===== src/core/scb_pkg.sv =====
/*
 Constants and carrier types for the system control register bank.
 Assumes a byte-wide register port driven by the processor core.
*/
package scb_pkg;

   // -----------------------------------------------------------------
   // Sizes
   // -----------------------------------------------------------------
   localparam int SCB_NREG = 27;

   // -----------------------------------------------------------------
   // Byte addresses
   // -----------------------------------------------------------------
   localparam logic [7:0] SCB_OFF_PM0 = 8'h04;
   localparam logic [7:0] SCB_OFF_PM1 = 8'h05;
   localparam logic [7:0] SCB_OFF_CLK0 = 8'h06;
   localparam logic [7:0] SCB_OFF_CLK1 = 8'h07;
   localparam logic [7:0] SCB_OFF_MSTBY = 8'h08;
   localparam logic [7:0] SCB_OFF_CLK3 = 8'h09;
   localparam logic [7:0] SCB_OFF_WPROT = 8'h0A;
   localparam logic [7:0] SCB_OFF_RCAUSE = 8'h0B;
   localparam logic [7:0] SCB_OFF_OSTOP = 8'h0C;
   localparam logic [7:0] SCB_OFF_WDREF = 8'h0D;
   localparam logic [7:0] SCB_OFF_WDSTART = 8'h0E;
   localparam logic [7:0] SCB_OFF_WDCTRL = 8'h0F;
   localparam logic [7:0] SCB_OFF_HSO7 = 8'h15;
   localparam logic [7:0] SCB_OFF_CSPROT = 8'h1C;
   localparam logic [7:0] SCB_OFF_HSO0 = 8'h23;
   localparam logic [7:0] SCB_OFF_HSO1 = 8'h24;
   localparam logic [7:0] SCB_OFF_HSO2 = 8'h25;
   localparam logic [7:0] SCB_OFF_REFV = 8'h26;
   localparam logic [7:0] SCB_OFF_PSRF = 8'h28;
   localparam logic [7:0] SCB_OFF_HSO4 = 8'h29;
   localparam logic [7:0] SCB_OFF_HSO5 = 8'h2A;
   localparam logic [7:0] SCB_OFF_HSO6 = 8'h2B;
   localparam logic [7:0] SCB_OFF_HSO3 = 8'h2F;
   localparam logic [7:0] SCB_OFF_CMPCTL = 8'h30;
   localparam logic [7:0] SCB_OFF_EDGESEL = 8'h31;
   localparam logic [7:0] SCB_OFF_VDET1 = 8'h33;
   localparam logic [7:0] SCB_OFF_VDET2 = 8'h34;
   localparam logic [7:0] SCB_OFF_D1LVL = 8'h36;
   localparam logic [7:0] SCB_OFF_VMON0 = 8'h38;
   localparam logic [7:0] SCB_OFF_VMON1 = 8'h39;

   // -----------------------------------------------------------------
   // Storage indices
   // -----------------------------------------------------------------
   localparam logic [4:0] SCB_IDX_PM0 = 5'h00;
   localparam logic [4:0] SCB_IDX_PM1 = 5'h01;
   localparam logic [4:0] SCB_IDX_CLK0 = 5'h02;
   localparam logic [4:0] SCB_IDX_CLK1 = 5'h03;
   localparam logic [4:0] SCB_IDX_MSTBY = 5'h04;
   localparam logic [4:0] SCB_IDX_CLK3 = 5'h05;
   localparam logic [4:0] SCB_IDX_WPROT = 5'h06;
   localparam logic [4:0] SCB_IDX_OSTOP = 5'h07;
   localparam logic [4:0] SCB_IDX_WDCTRL = 5'h08;
   localparam logic [4:0] SCB_IDX_HSO7 = 5'h09;
   localparam logic [4:0] SCB_IDX_CSPROT = 5'h0A;
   localparam logic [4:0] SCB_IDX_HSO0 = 5'h0B;
   localparam logic [4:0] SCB_IDX_HSO1 = 5'h0C;
   localparam logic [4:0] SCB_IDX_HSO2 = 5'h0D;
   localparam logic [4:0] SCB_IDX_REFV = 5'h0E;
   localparam logic [4:0] SCB_IDX_PSRF = 5'h0F;
   localparam logic [4:0] SCB_IDX_HSO4 = 5'h10;
   localparam logic [4:0] SCB_IDX_HSO5 = 5'h11;
   localparam logic [4:0] SCB_IDX_HSO6 = 5'h12;
   localparam logic [4:0] SCB_IDX_HSO3 = 5'h13;
   localparam logic [4:0] SCB_IDX_CMPCTL = 5'h14;
   localparam logic [4:0] SCB_IDX_EDGESEL = 5'h15;
   localparam logic [4:0] SCB_IDX_VDET1 = 5'h16;
   localparam logic [4:0] SCB_IDX_VDET2 = 5'h17;
   localparam logic [4:0] SCB_IDX_D1LVL = 5'h18;
   localparam logic [4:0] SCB_IDX_VMON0 = 5'h19;
   localparam logic [4:0] SCB_IDX_VMON1 = 5'h1A;

   // -----------------------------------------------------------------
   // Reset values and field positions
   // -----------------------------------------------------------------
   localparam logic [7:0] SCB_RST_ZERO = 8'h00;
   localparam logic [7:0] SCB_RST_CLK0 = 8'h28;
   localparam logic [7:0] SCB_RST_CLK1 = 8'h10;
   localparam logic [7:0] SCB_RST_OSTOP = 8'h04;
   localparam logic [7:0] SCB_RST_WDCTRL = 8'h3F;
   localparam logic [7:0] SCB_RST_VDET1 = 8'h08;
   localparam logic [7:0] SCB_RST_D1LVL = 8'h07;
   localparam logic [7:0] SCB_RST_VMON0 = 8'hC2;
   localparam logic [7:0] SCB_RST_VMON1 = 8'h8A;
   localparam logic [7:0] SCB_RST_CSPROT_OPT = 8'h40;
   localparam logic [7:0] SCB_RST_VDET2_OPT = 8'h20;
   localparam int SCB_BIT_COLD = 0;

   // -----------------------------------------------------------------
   // Carrier types
   // -----------------------------------------------------------------
   typedef struct packed {
      logic [7:0] addr;
      logic [7:0] wdata;
      logic wr;
      logic rd;
   } scb_req_t;

   typedef struct packed {
      logic [7:0] hso1;
      logic [7:0] hso3;
      logic [7:0] hso4;
      logic [7:0] hso5;
      logic [7:0] hso6;
      logic [7:0] hso7;
   } scb_trim_t;

   typedef struct packed {
      logic hit;
      logic [4:0] idx;
   } scb_map_t;

   typedef logic [SCB_NREG-1:0][7:0] scb_regs_t;

endpackage


===== src/core/scb_sfr_bank.sv =====
/*
 Byte-wide system control register bank with its register port.
 Assumes a synchronous core port, an option byte and trim fuses that
 are stable at the first clock edge after rst falls, and a separate cold reset source.
*/
// What this block does
// - Unmapped addresses are reserved, reads return zero
// - Cold reset clears the cold-start flag
// - Other resets leave the cold-start flag alone
// - Reset cause reads with top bit zero
// - Count protect resets per its option bit
// - Voltage detect 2 resets per option bit
// - Voltage monitor 0 control resets to 1100X010b
// - Clock control 0 resets to 28h
// - Clock control 1 resets to 10h
// - Oscillation stop detect resets to 04h
// - Watchdog control 3Fh; refresh, start undefined
// - Oscillator trim registers HSO1 and HSO3 to HSO7 load factory values
// - Voltage detect 1 resets to 08h
// - Detect 1 level select resets to 07h
// - Voltage monitor 1 control resets to 8Ah
// - Remaining listed registers reset to 00h
`timescale 1ns/1ps
`default_nettype none
module scb_sfr_bank
   import scb_pkg::*;
(
   input wire logic sys_clk,
   input wire logic rst,
   input wire logic coldRst,
   input wire scb_req_t busReq,
   input wire logic countProtectInitialOption,
   input wire logic lowVoltageDetectOption,
   input wire scb_trim_t trimFuse,
   output logic [7:0] rdData,
   output scb_regs_t regFile,
   output logic coldStartFlag,
   output logic wdtRefreshPulse,
   output logic wdtStartPulse
);

   // ----------------------------------------------------------------
   // Decode helpers
   // ----------------------------------------------------------------
   function automatic scb_map_t regIndex(input logic [7:0] addr);
      scb_map_t m;
      m.hit = 1'b1;
      m.idx = SCB_IDX_PM0;
      unique case (addr)
         SCB_OFF_PM0: m.idx = SCB_IDX_PM0;
         SCB_OFF_PM1: m.idx = SCB_IDX_PM1;
         SCB_OFF_CLK0: m.idx = SCB_IDX_CLK0;
         SCB_OFF_CLK1: m.idx = SCB_IDX_CLK1;
         SCB_OFF_MSTBY: m.idx = SCB_IDX_MSTBY;
         SCB_OFF_CLK3: m.idx = SCB_IDX_CLK3;
         SCB_OFF_WPROT: m.idx = SCB_IDX_WPROT;
         SCB_OFF_OSTOP: m.idx = SCB_IDX_OSTOP;
         SCB_OFF_WDCTRL: m.idx = SCB_IDX_WDCTRL;
         SCB_OFF_HSO7: m.idx = SCB_IDX_HSO7;
         SCB_OFF_CSPROT: m.idx = SCB_IDX_CSPROT;
         SCB_OFF_HSO0: m.idx = SCB_IDX_HSO0;
         SCB_OFF_HSO1: m.idx = SCB_IDX_HSO1;
         SCB_OFF_HSO2: m.idx = SCB_IDX_HSO2;
         SCB_OFF_REFV: m.idx = SCB_IDX_REFV;
         SCB_OFF_PSRF: m.idx = SCB_IDX_PSRF;
         SCB_OFF_HSO4: m.idx = SCB_IDX_HSO4;
         SCB_OFF_HSO5: m.idx = SCB_IDX_HSO5;
         SCB_OFF_HSO6: m.idx = SCB_IDX_HSO6;
         SCB_OFF_HSO3: m.idx = SCB_IDX_HSO3;
         SCB_OFF_CMPCTL: m.idx = SCB_IDX_CMPCTL;
         SCB_OFF_EDGESEL: m.idx = SCB_IDX_EDGESEL;
         SCB_OFF_VDET1: m.idx = SCB_IDX_VDET1;
         SCB_OFF_VDET2: m.idx = SCB_IDX_VDET2;
         SCB_OFF_D1LVL: m.idx = SCB_IDX_D1LVL;
         SCB_OFF_VMON0: m.idx = SCB_IDX_VMON0;
         SCB_OFF_VMON1: m.idx = SCB_IDX_VMON1;
         default: m.hit = 1'b0;
      endcase
      return m;
   endfunction

   function automatic logic [7:0] rstValue(input logic [4:0] idx);
      logic [7:0] v;
      v = SCB_RST_ZERO;
      unique case (idx)
         SCB_IDX_CLK0: v = SCB_RST_CLK0;
         SCB_IDX_CLK1: v = SCB_RST_CLK1;
         SCB_IDX_OSTOP: v = SCB_RST_OSTOP;
         SCB_IDX_WDCTRL: v = SCB_RST_WDCTRL;
         SCB_IDX_VDET1: v = SCB_RST_VDET1;
         SCB_IDX_D1LVL: v = SCB_RST_D1LVL;
         SCB_IDX_VMON0: v = SCB_RST_VMON0;
         SCB_IDX_VMON1: v = SCB_RST_VMON1;
         default: v = SCB_RST_ZERO;
      endcase
      return v;
   endfunction

   function automatic logic isReadOnly(input logic [4:0] idx);
      return (idx == SCB_IDX_HSO7) || (idx == SCB_IDX_HSO4) ||
         (idx == SCB_IDX_HSO5) || (idx == SCB_IDX_HSO6);
   endfunction

   // ----------------------------------------------------------------
   // Storage
   // ----------------------------------------------------------------
   scb_regs_t regs_ff;
   logic initDone_ff;
   logic coldStart_ff;
   logic [7:0] rdData_ff;
   logic wdtRefresh_ff;
   logic wdtStart_ff;
   logic [7:0] nxt_rdData;
   scb_map_t wrMap;
   scb_map_t rdMap;
   logic coldWrite;

   assign wrMap = regIndex(busReq.addr);
   assign rdMap = regIndex(busReq.addr);
   assign coldWrite = busReq.wr && (busReq.addr == SCB_OFF_RCAUSE);

   // ----------------------------------------------------------------
   // Option and trim capture on the first edge after release
   // ----------------------------------------------------------------
   always_ff @(posedge sys_clk or posedge rst) begin
      if (rst) begin
         initDone_ff <= 1'b0;
      end else begin
         initDone_ff <= 1'b1;
      end
   end

   // ----------------------------------------------------------------
   // Register array
   // ----------------------------------------------------------------
   always_ff @(posedge sys_clk or posedge rst) begin
      if (rst) begin
         for (int i = 0; i < SCB_NREG; i++) begin
            regs_ff[i] <= rstValue(5'(i));
         end
      end else if (!initDone_ff) begin
         regs_ff[SCB_IDX_CSPROT] <= countProtectInitialOption ?
            SCB_RST_ZERO : SCB_RST_CSPROT_OPT;
         regs_ff[SCB_IDX_VDET2] <= lowVoltageDetectOption ?
            SCB_RST_ZERO : SCB_RST_VDET2_OPT;
         regs_ff[SCB_IDX_HSO1] <= trimFuse.hso1;
         regs_ff[SCB_IDX_HSO3] <= trimFuse.hso3;
         regs_ff[SCB_IDX_HSO4] <= trimFuse.hso4;
         regs_ff[SCB_IDX_HSO5] <= trimFuse.hso5;
         regs_ff[SCB_IDX_HSO6] <= trimFuse.hso6;
         regs_ff[SCB_IDX_HSO7] <= trimFuse.hso7;
      end else if (busReq.wr && wrMap.hit && !isReadOnly(wrMap.idx)) begin
         regs_ff[wrMap.idx] <= busReq.wdata;
      end
   end

   // ----------------------------------------------------------------
   // Cold-start flag, untouched by rst
   // ----------------------------------------------------------------
   always_ff @(posedge sys_clk or posedge coldRst) begin
      if (coldRst) begin
         coldStart_ff <= 1'b0;
      end else if (coldWrite) begin
         coldStart_ff <= busReq.wdata[SCB_BIT_COLD];
      end
   end

   // ----------------------------------------------------------------
   // Watchdog strobes
   // ----------------------------------------------------------------
   always_ff @(posedge sys_clk or posedge rst) begin
      if (rst) begin
         wdtRefresh_ff <= 1'b0;
         wdtStart_ff <= 1'b0;
      end else begin
         wdtRefresh_ff <= busReq.wr && (busReq.addr == SCB_OFF_WDREF);
         wdtStart_ff <= busReq.wr && (busReq.addr == SCB_OFF_WDSTART);
      end
   end

   // ----------------------------------------------------------------
   // Read path
   // ----------------------------------------------------------------
   always_comb begin
      nxt_rdData = SCB_RST_ZERO;
      if (busReq.rd) begin
         if (rdMap.hit) begin
            nxt_rdData = regs_ff[rdMap.idx];
         end else if (busReq.addr == SCB_OFF_RCAUSE) begin
            nxt_rdData = SCB_RST_ZERO;
            nxt_rdData[SCB_BIT_COLD] = coldStart_ff;
         end
      end
   end

   always_ff @(posedge sys_clk or posedge rst) begin
      if (rst) begin
         rdData_ff <= SCB_RST_ZERO;
      end else begin
         rdData_ff <= nxt_rdData;
      end
   end

   assign rdData = rdData_ff;
   assign regFile = regs_ff;
   assign coldStartFlag = coldStart_ff;
   assign wdtRefreshPulse = wdtRefresh_ff;
   assign wdtStartPulse = wdtStart_ff;
endmodule
`default_nettype wire


===== config.mk =====
export PLATFORM = sky130hd
export DESIGN_NAME = scb_sfr_bank
export DESIGN_NICKNAME = d
export VERILOG_FILES = /design/src/core/scb_pkg.sv /design/src/core/scb_sfr_bank.sv
export SDC_FILE = /design/constraint.sdc
export NUM_CORES = 1
export LEC_CHECK = 0
export BUFFER_PORTS_ARGS = -buffer_cell sky130_fd_sc_hd__buf_2
export CORE_MARGIN = 2
export CORE_UTILIZATION = 40
export DETAILED_ROUTE_END_ITERATION = 16
export PLACE_DENSITY = 0.69
export RECOVER_POWER = 50
export SLEW_MARGIN = 20
export SYNTH_ARGS = -nofsm -noshare
export SYNTH_HDL_FRONTEND = slang
export SYNTH_SLANG_ARGS = --single-unit

===== constraint.sdc =====
create_clock -name sys_clk -period 8.2 [get_ports sys_clk]
set_input_delay 0 -clock sys_clk [delete_from_list [all_inputs] [get_ports sys_clk]]
set_output_delay 0 -clock sys_clk [all_outputs]
set_load 0.1 [all_outputs]

==> summary.txt <==
Outcome
  – Status: finished with violations
  – Failing checks: max-capacitance violations, max-slew violations

Pwr
  – P_int: 0.001984 W
  – Net switching power: 0.001018 W
  – Peak VDD IR: around 0.19 mV
  – Seq pwr share: 40.5%
  – Sw Share: 33.90%
  – Clk pwr share: between 30% and 40%
  – Comb pwr share: 21.0%
  – Static Leak: approximately 7.1 nW
  – Power Density: 210.0 nW/µm²

STA
  – Count of final hold-check violations: 0
  – Setup TNS Final: 0 ns
  – Tmin final: approximately 4.8 ns
  – Tightest Pin Transition: 5.344 ns
  – Relative slew slack: -258.2%
  – Clock skew: 0.03227 ns
  – Peak Freq: 208.8 MHz
  – Pins Over Slew Limit: about 120
  – Final-report setup violation count: 0
  – Crit share post-route: 58.40%
  – RSZ-0062 raised after global routing: false

Die
  – Initial Util: 40.80%
  – # rows: approximately 60
  – Die H: 172.8 µm
  – Core area: ~28,000 µm²
  – Die footprint: ~30,000 µm²
  – Num ports: 298
  – Chip Width: ~170 µm

Clocking
  – CTS resizes: 0
  – H-tree depth: 1
  – Reg clk slew, reported paths: 0.06 ns
  – Clock Tree Buf Depth: 3
  – CTS Root Cell: clkbuf_16
  – Worst-skew pair later-pin latency: 0.55 ns
  – TritonCTS clock tree: yes
  – CTS Buf Count: 25
  – Clk sinks: around 230

Synth
  – Synth async-reset ratio: between 90% and 100%
  – Yosys warns: 0
  – Post-synth EDFFs: 0
  – Seq/Total Area, Yosys: between 50% and 60%
  – Synth Instances: 939
  – Cell taking the most area after synthesis: dfrtp_1
  – Top-area cell type share of the netlist area: 45.67%
  – Syn avg cell area: approximately 12 µm²
  – Post-Syn Nets: approximately 1.0k
  – Top post-synthesis cells by area: dfrtp_1, mux2_2, mux2i_1
  – #FFs+latches synth: ~230
  – Mapped Area: 11,400 µm²
  – Main synth FF type: dfrtp_1
  – Unique cell type count in the Yosys netlist: 61

Routing
  – Final WL: roughly 40,000 µm
  – First drt pass iteration count: 5
  – Avg WL per Cell: 23.87 µm
  – Vias per cell: 5.551
  – Vias: 9,231
  – DRC viols: 0
  – Final ANT Viol Nets: 0
  – Iter 0 DRT Violations: 674

Worst setup path
  – Worst Path Arrival: 5.43 ns
  – Crit path required time: 8.84 ns
  – Worst-path fanout max: 120
  – FF-to-FF path depth: 5
  – Setup Crit Path Kind: primary input to asynchronous set/reset pin
  – Critical Path Start: rst
  – Worst r2r src: initDone_ff$_DFF_PP0_
  – Type of origin of the critical path: primary input
  – CP endpoint kind: asynchronous set/reset pin

Worst hold path
  – Hold_sp: busReq[2]
  – HP Class: primary input to flop
  – Hold path cells: 3

Placed design
  – PortBufs: 297
  – Dpl cells: between 1.5k and 2k
  – Gpl congestion: between 0.8 and 0.9
  – Post-DP HPWL: approximately 27,000 µm

Global route
  – Initial antenna violation count: 1
  – First-pass GRT wire length: 59,130 µm
  – Vias in the first global route: roughly 9.4k
  – Largest net degree at the start of global routing: 121
  – Remaining global-route overflow: 0
  – Total Routing Usage GR: 25.84%

Layout
  – Non-filler cells, final: 1,663
  – Diode count: 0
  – Storage cell area: 5732 µm²
  – Final Net Count: ~1.3k
  – Commonest cells after routing, fill and taps aside: clkbuf_1, mux2_2, dfrtp_1
  – Area delta synth->final: 25.48%
  – Layout cells sized above 1: 29.81%
  – Most common library cell in the layout ignoring fill and taps: clkbuf_1
  – Multi-input gate area: 5371 µm²
  – Layout fillers: about 2.6k

Flow run
  – Max Cap Viol: 1
[what timing repair did]
item                                   in CTS  in global routing
endpoints found under the hold margin     165                  0
hold buffers                               59                  0
setup buffers                               0                  0
[area by class of cell]
type | count | area share, %
clock buffers | 36 | 5.084
inverters | 6 | 0.1662
multi-input cells | 642 | 37.56
flip-flops and latches | 228 | 40.08
repair buffers | 363 | 12.96
clock inverters | 10 | 0.8400
well taps | 378 | 3.307
[through the flow]
stage          instance area [µm²]  total power [W]  util, %  setup slack, ns  hold WS [ns]
2_1_floorplan                11400         0.001713        -            2.014       -0.2713
3_3_place_gp                 13140         0.001853    47.04            4.077       -0.1605
3_5_place_dp                 13150         0.001856    47.06            4.054       -0.1648
4_1_cts                      14580         0.003032    52.20            3.968       0.03299
5_1_grt                      14300         0.003107    51.19            2.462       0.08091
6_report                     14300         0.003002    51.19            3.411       0.05330
[power groups by stage]
stage               clock network [W]  registers, W  logic, W
floorplan                           0       0.00155  0.000167
global placement                    0       0.00123  0.000620
detailed placement                  0       0.00123  0.000622
CTS                           0.00117       0.00121  0.000644
global route                  0.00123       0.00122  0.000658
finish                        0.00116       0.00122  0.000629
[cells in the mapped netlist, types with 3 or more instances]
library cell / n
mux2_2: 219
dfrtp_1: 208
mux2i_1: 118
nor2_1: 72
a21oi_1: 58
clkbuf_1: 33
nand2_1: 27
o22ai_1: 21
buf_2: 20
dfstp_2: 20
nor2b_1: 19
o21ai_0: 13
nand2b_1: 8
nand3_1: 7
nor3_1: 7
buf_4: 6
inv_1: 6
or3_1: 6
nor4_1: 5
buf_1: 4
a211oi_1: 3
and3_1: 3
and3b_1: 3
and4_1: 3
nand4_1: 3
or2_2: 3
[cells by family (layout without fill, tap and decap cells)]
logic type / Yosys count / count (layout) / synth area share, %
AOI/OAI and AO/OA: 121 / 121 / 6.478
buffers and inverters: 69 / 415 / 2.690
DFF: 228 / 228 / 50.29
muxes: 337 / 337 / 32.00
other: 1 / 1 / 0.03291
and+or+nand+nor: 183 / 183 / 8.509
[flip-flops by register name, indices dropped and copies added (netlist names)]
signal / cells
regFile: 216
rdData: 8
coldStartFlag: 1
initDone_ff: 1
wdtRefreshPulse: 1
wdtStartPulse: 1
[worst paths after layout]
path,endpoint,slack (ns)
min in group asynchronous,coldStartFlag$_DFFE_PP0P_,0.38
worst min register to register,regFile[180]$_DFFE_PP0P_,0.53
max in group sys_clk,rdData[0]$_DFF_PP0_,3.47
worst max-delay path,regFile[19]$_DFFE_PP1P_,3.41
worst min-delay path,regFile[184]$_DFFE_PP0P_,0.05
worst max register to register,regFile[40]$_DFFE_PP0P_,5.35
[critical path: stages]
cell           delay (ns)
dlygate4sd3_1        0.53
buf_2                0.12
clkinvlp_2           2.95
buf_4                1.11
buf_4                0.57
[metal layers]
metal  part of all wire, %  up-vias  global-route usage [%]
li1                      -     4065                       -
met1                    41     4684                   33.65
met2                    48      408                   42.74
met3                   7.6       74                   5.387
met4                   3.7        0                   9.287
met5                     0        -                       0
Power figures use the tool's default switching activity.
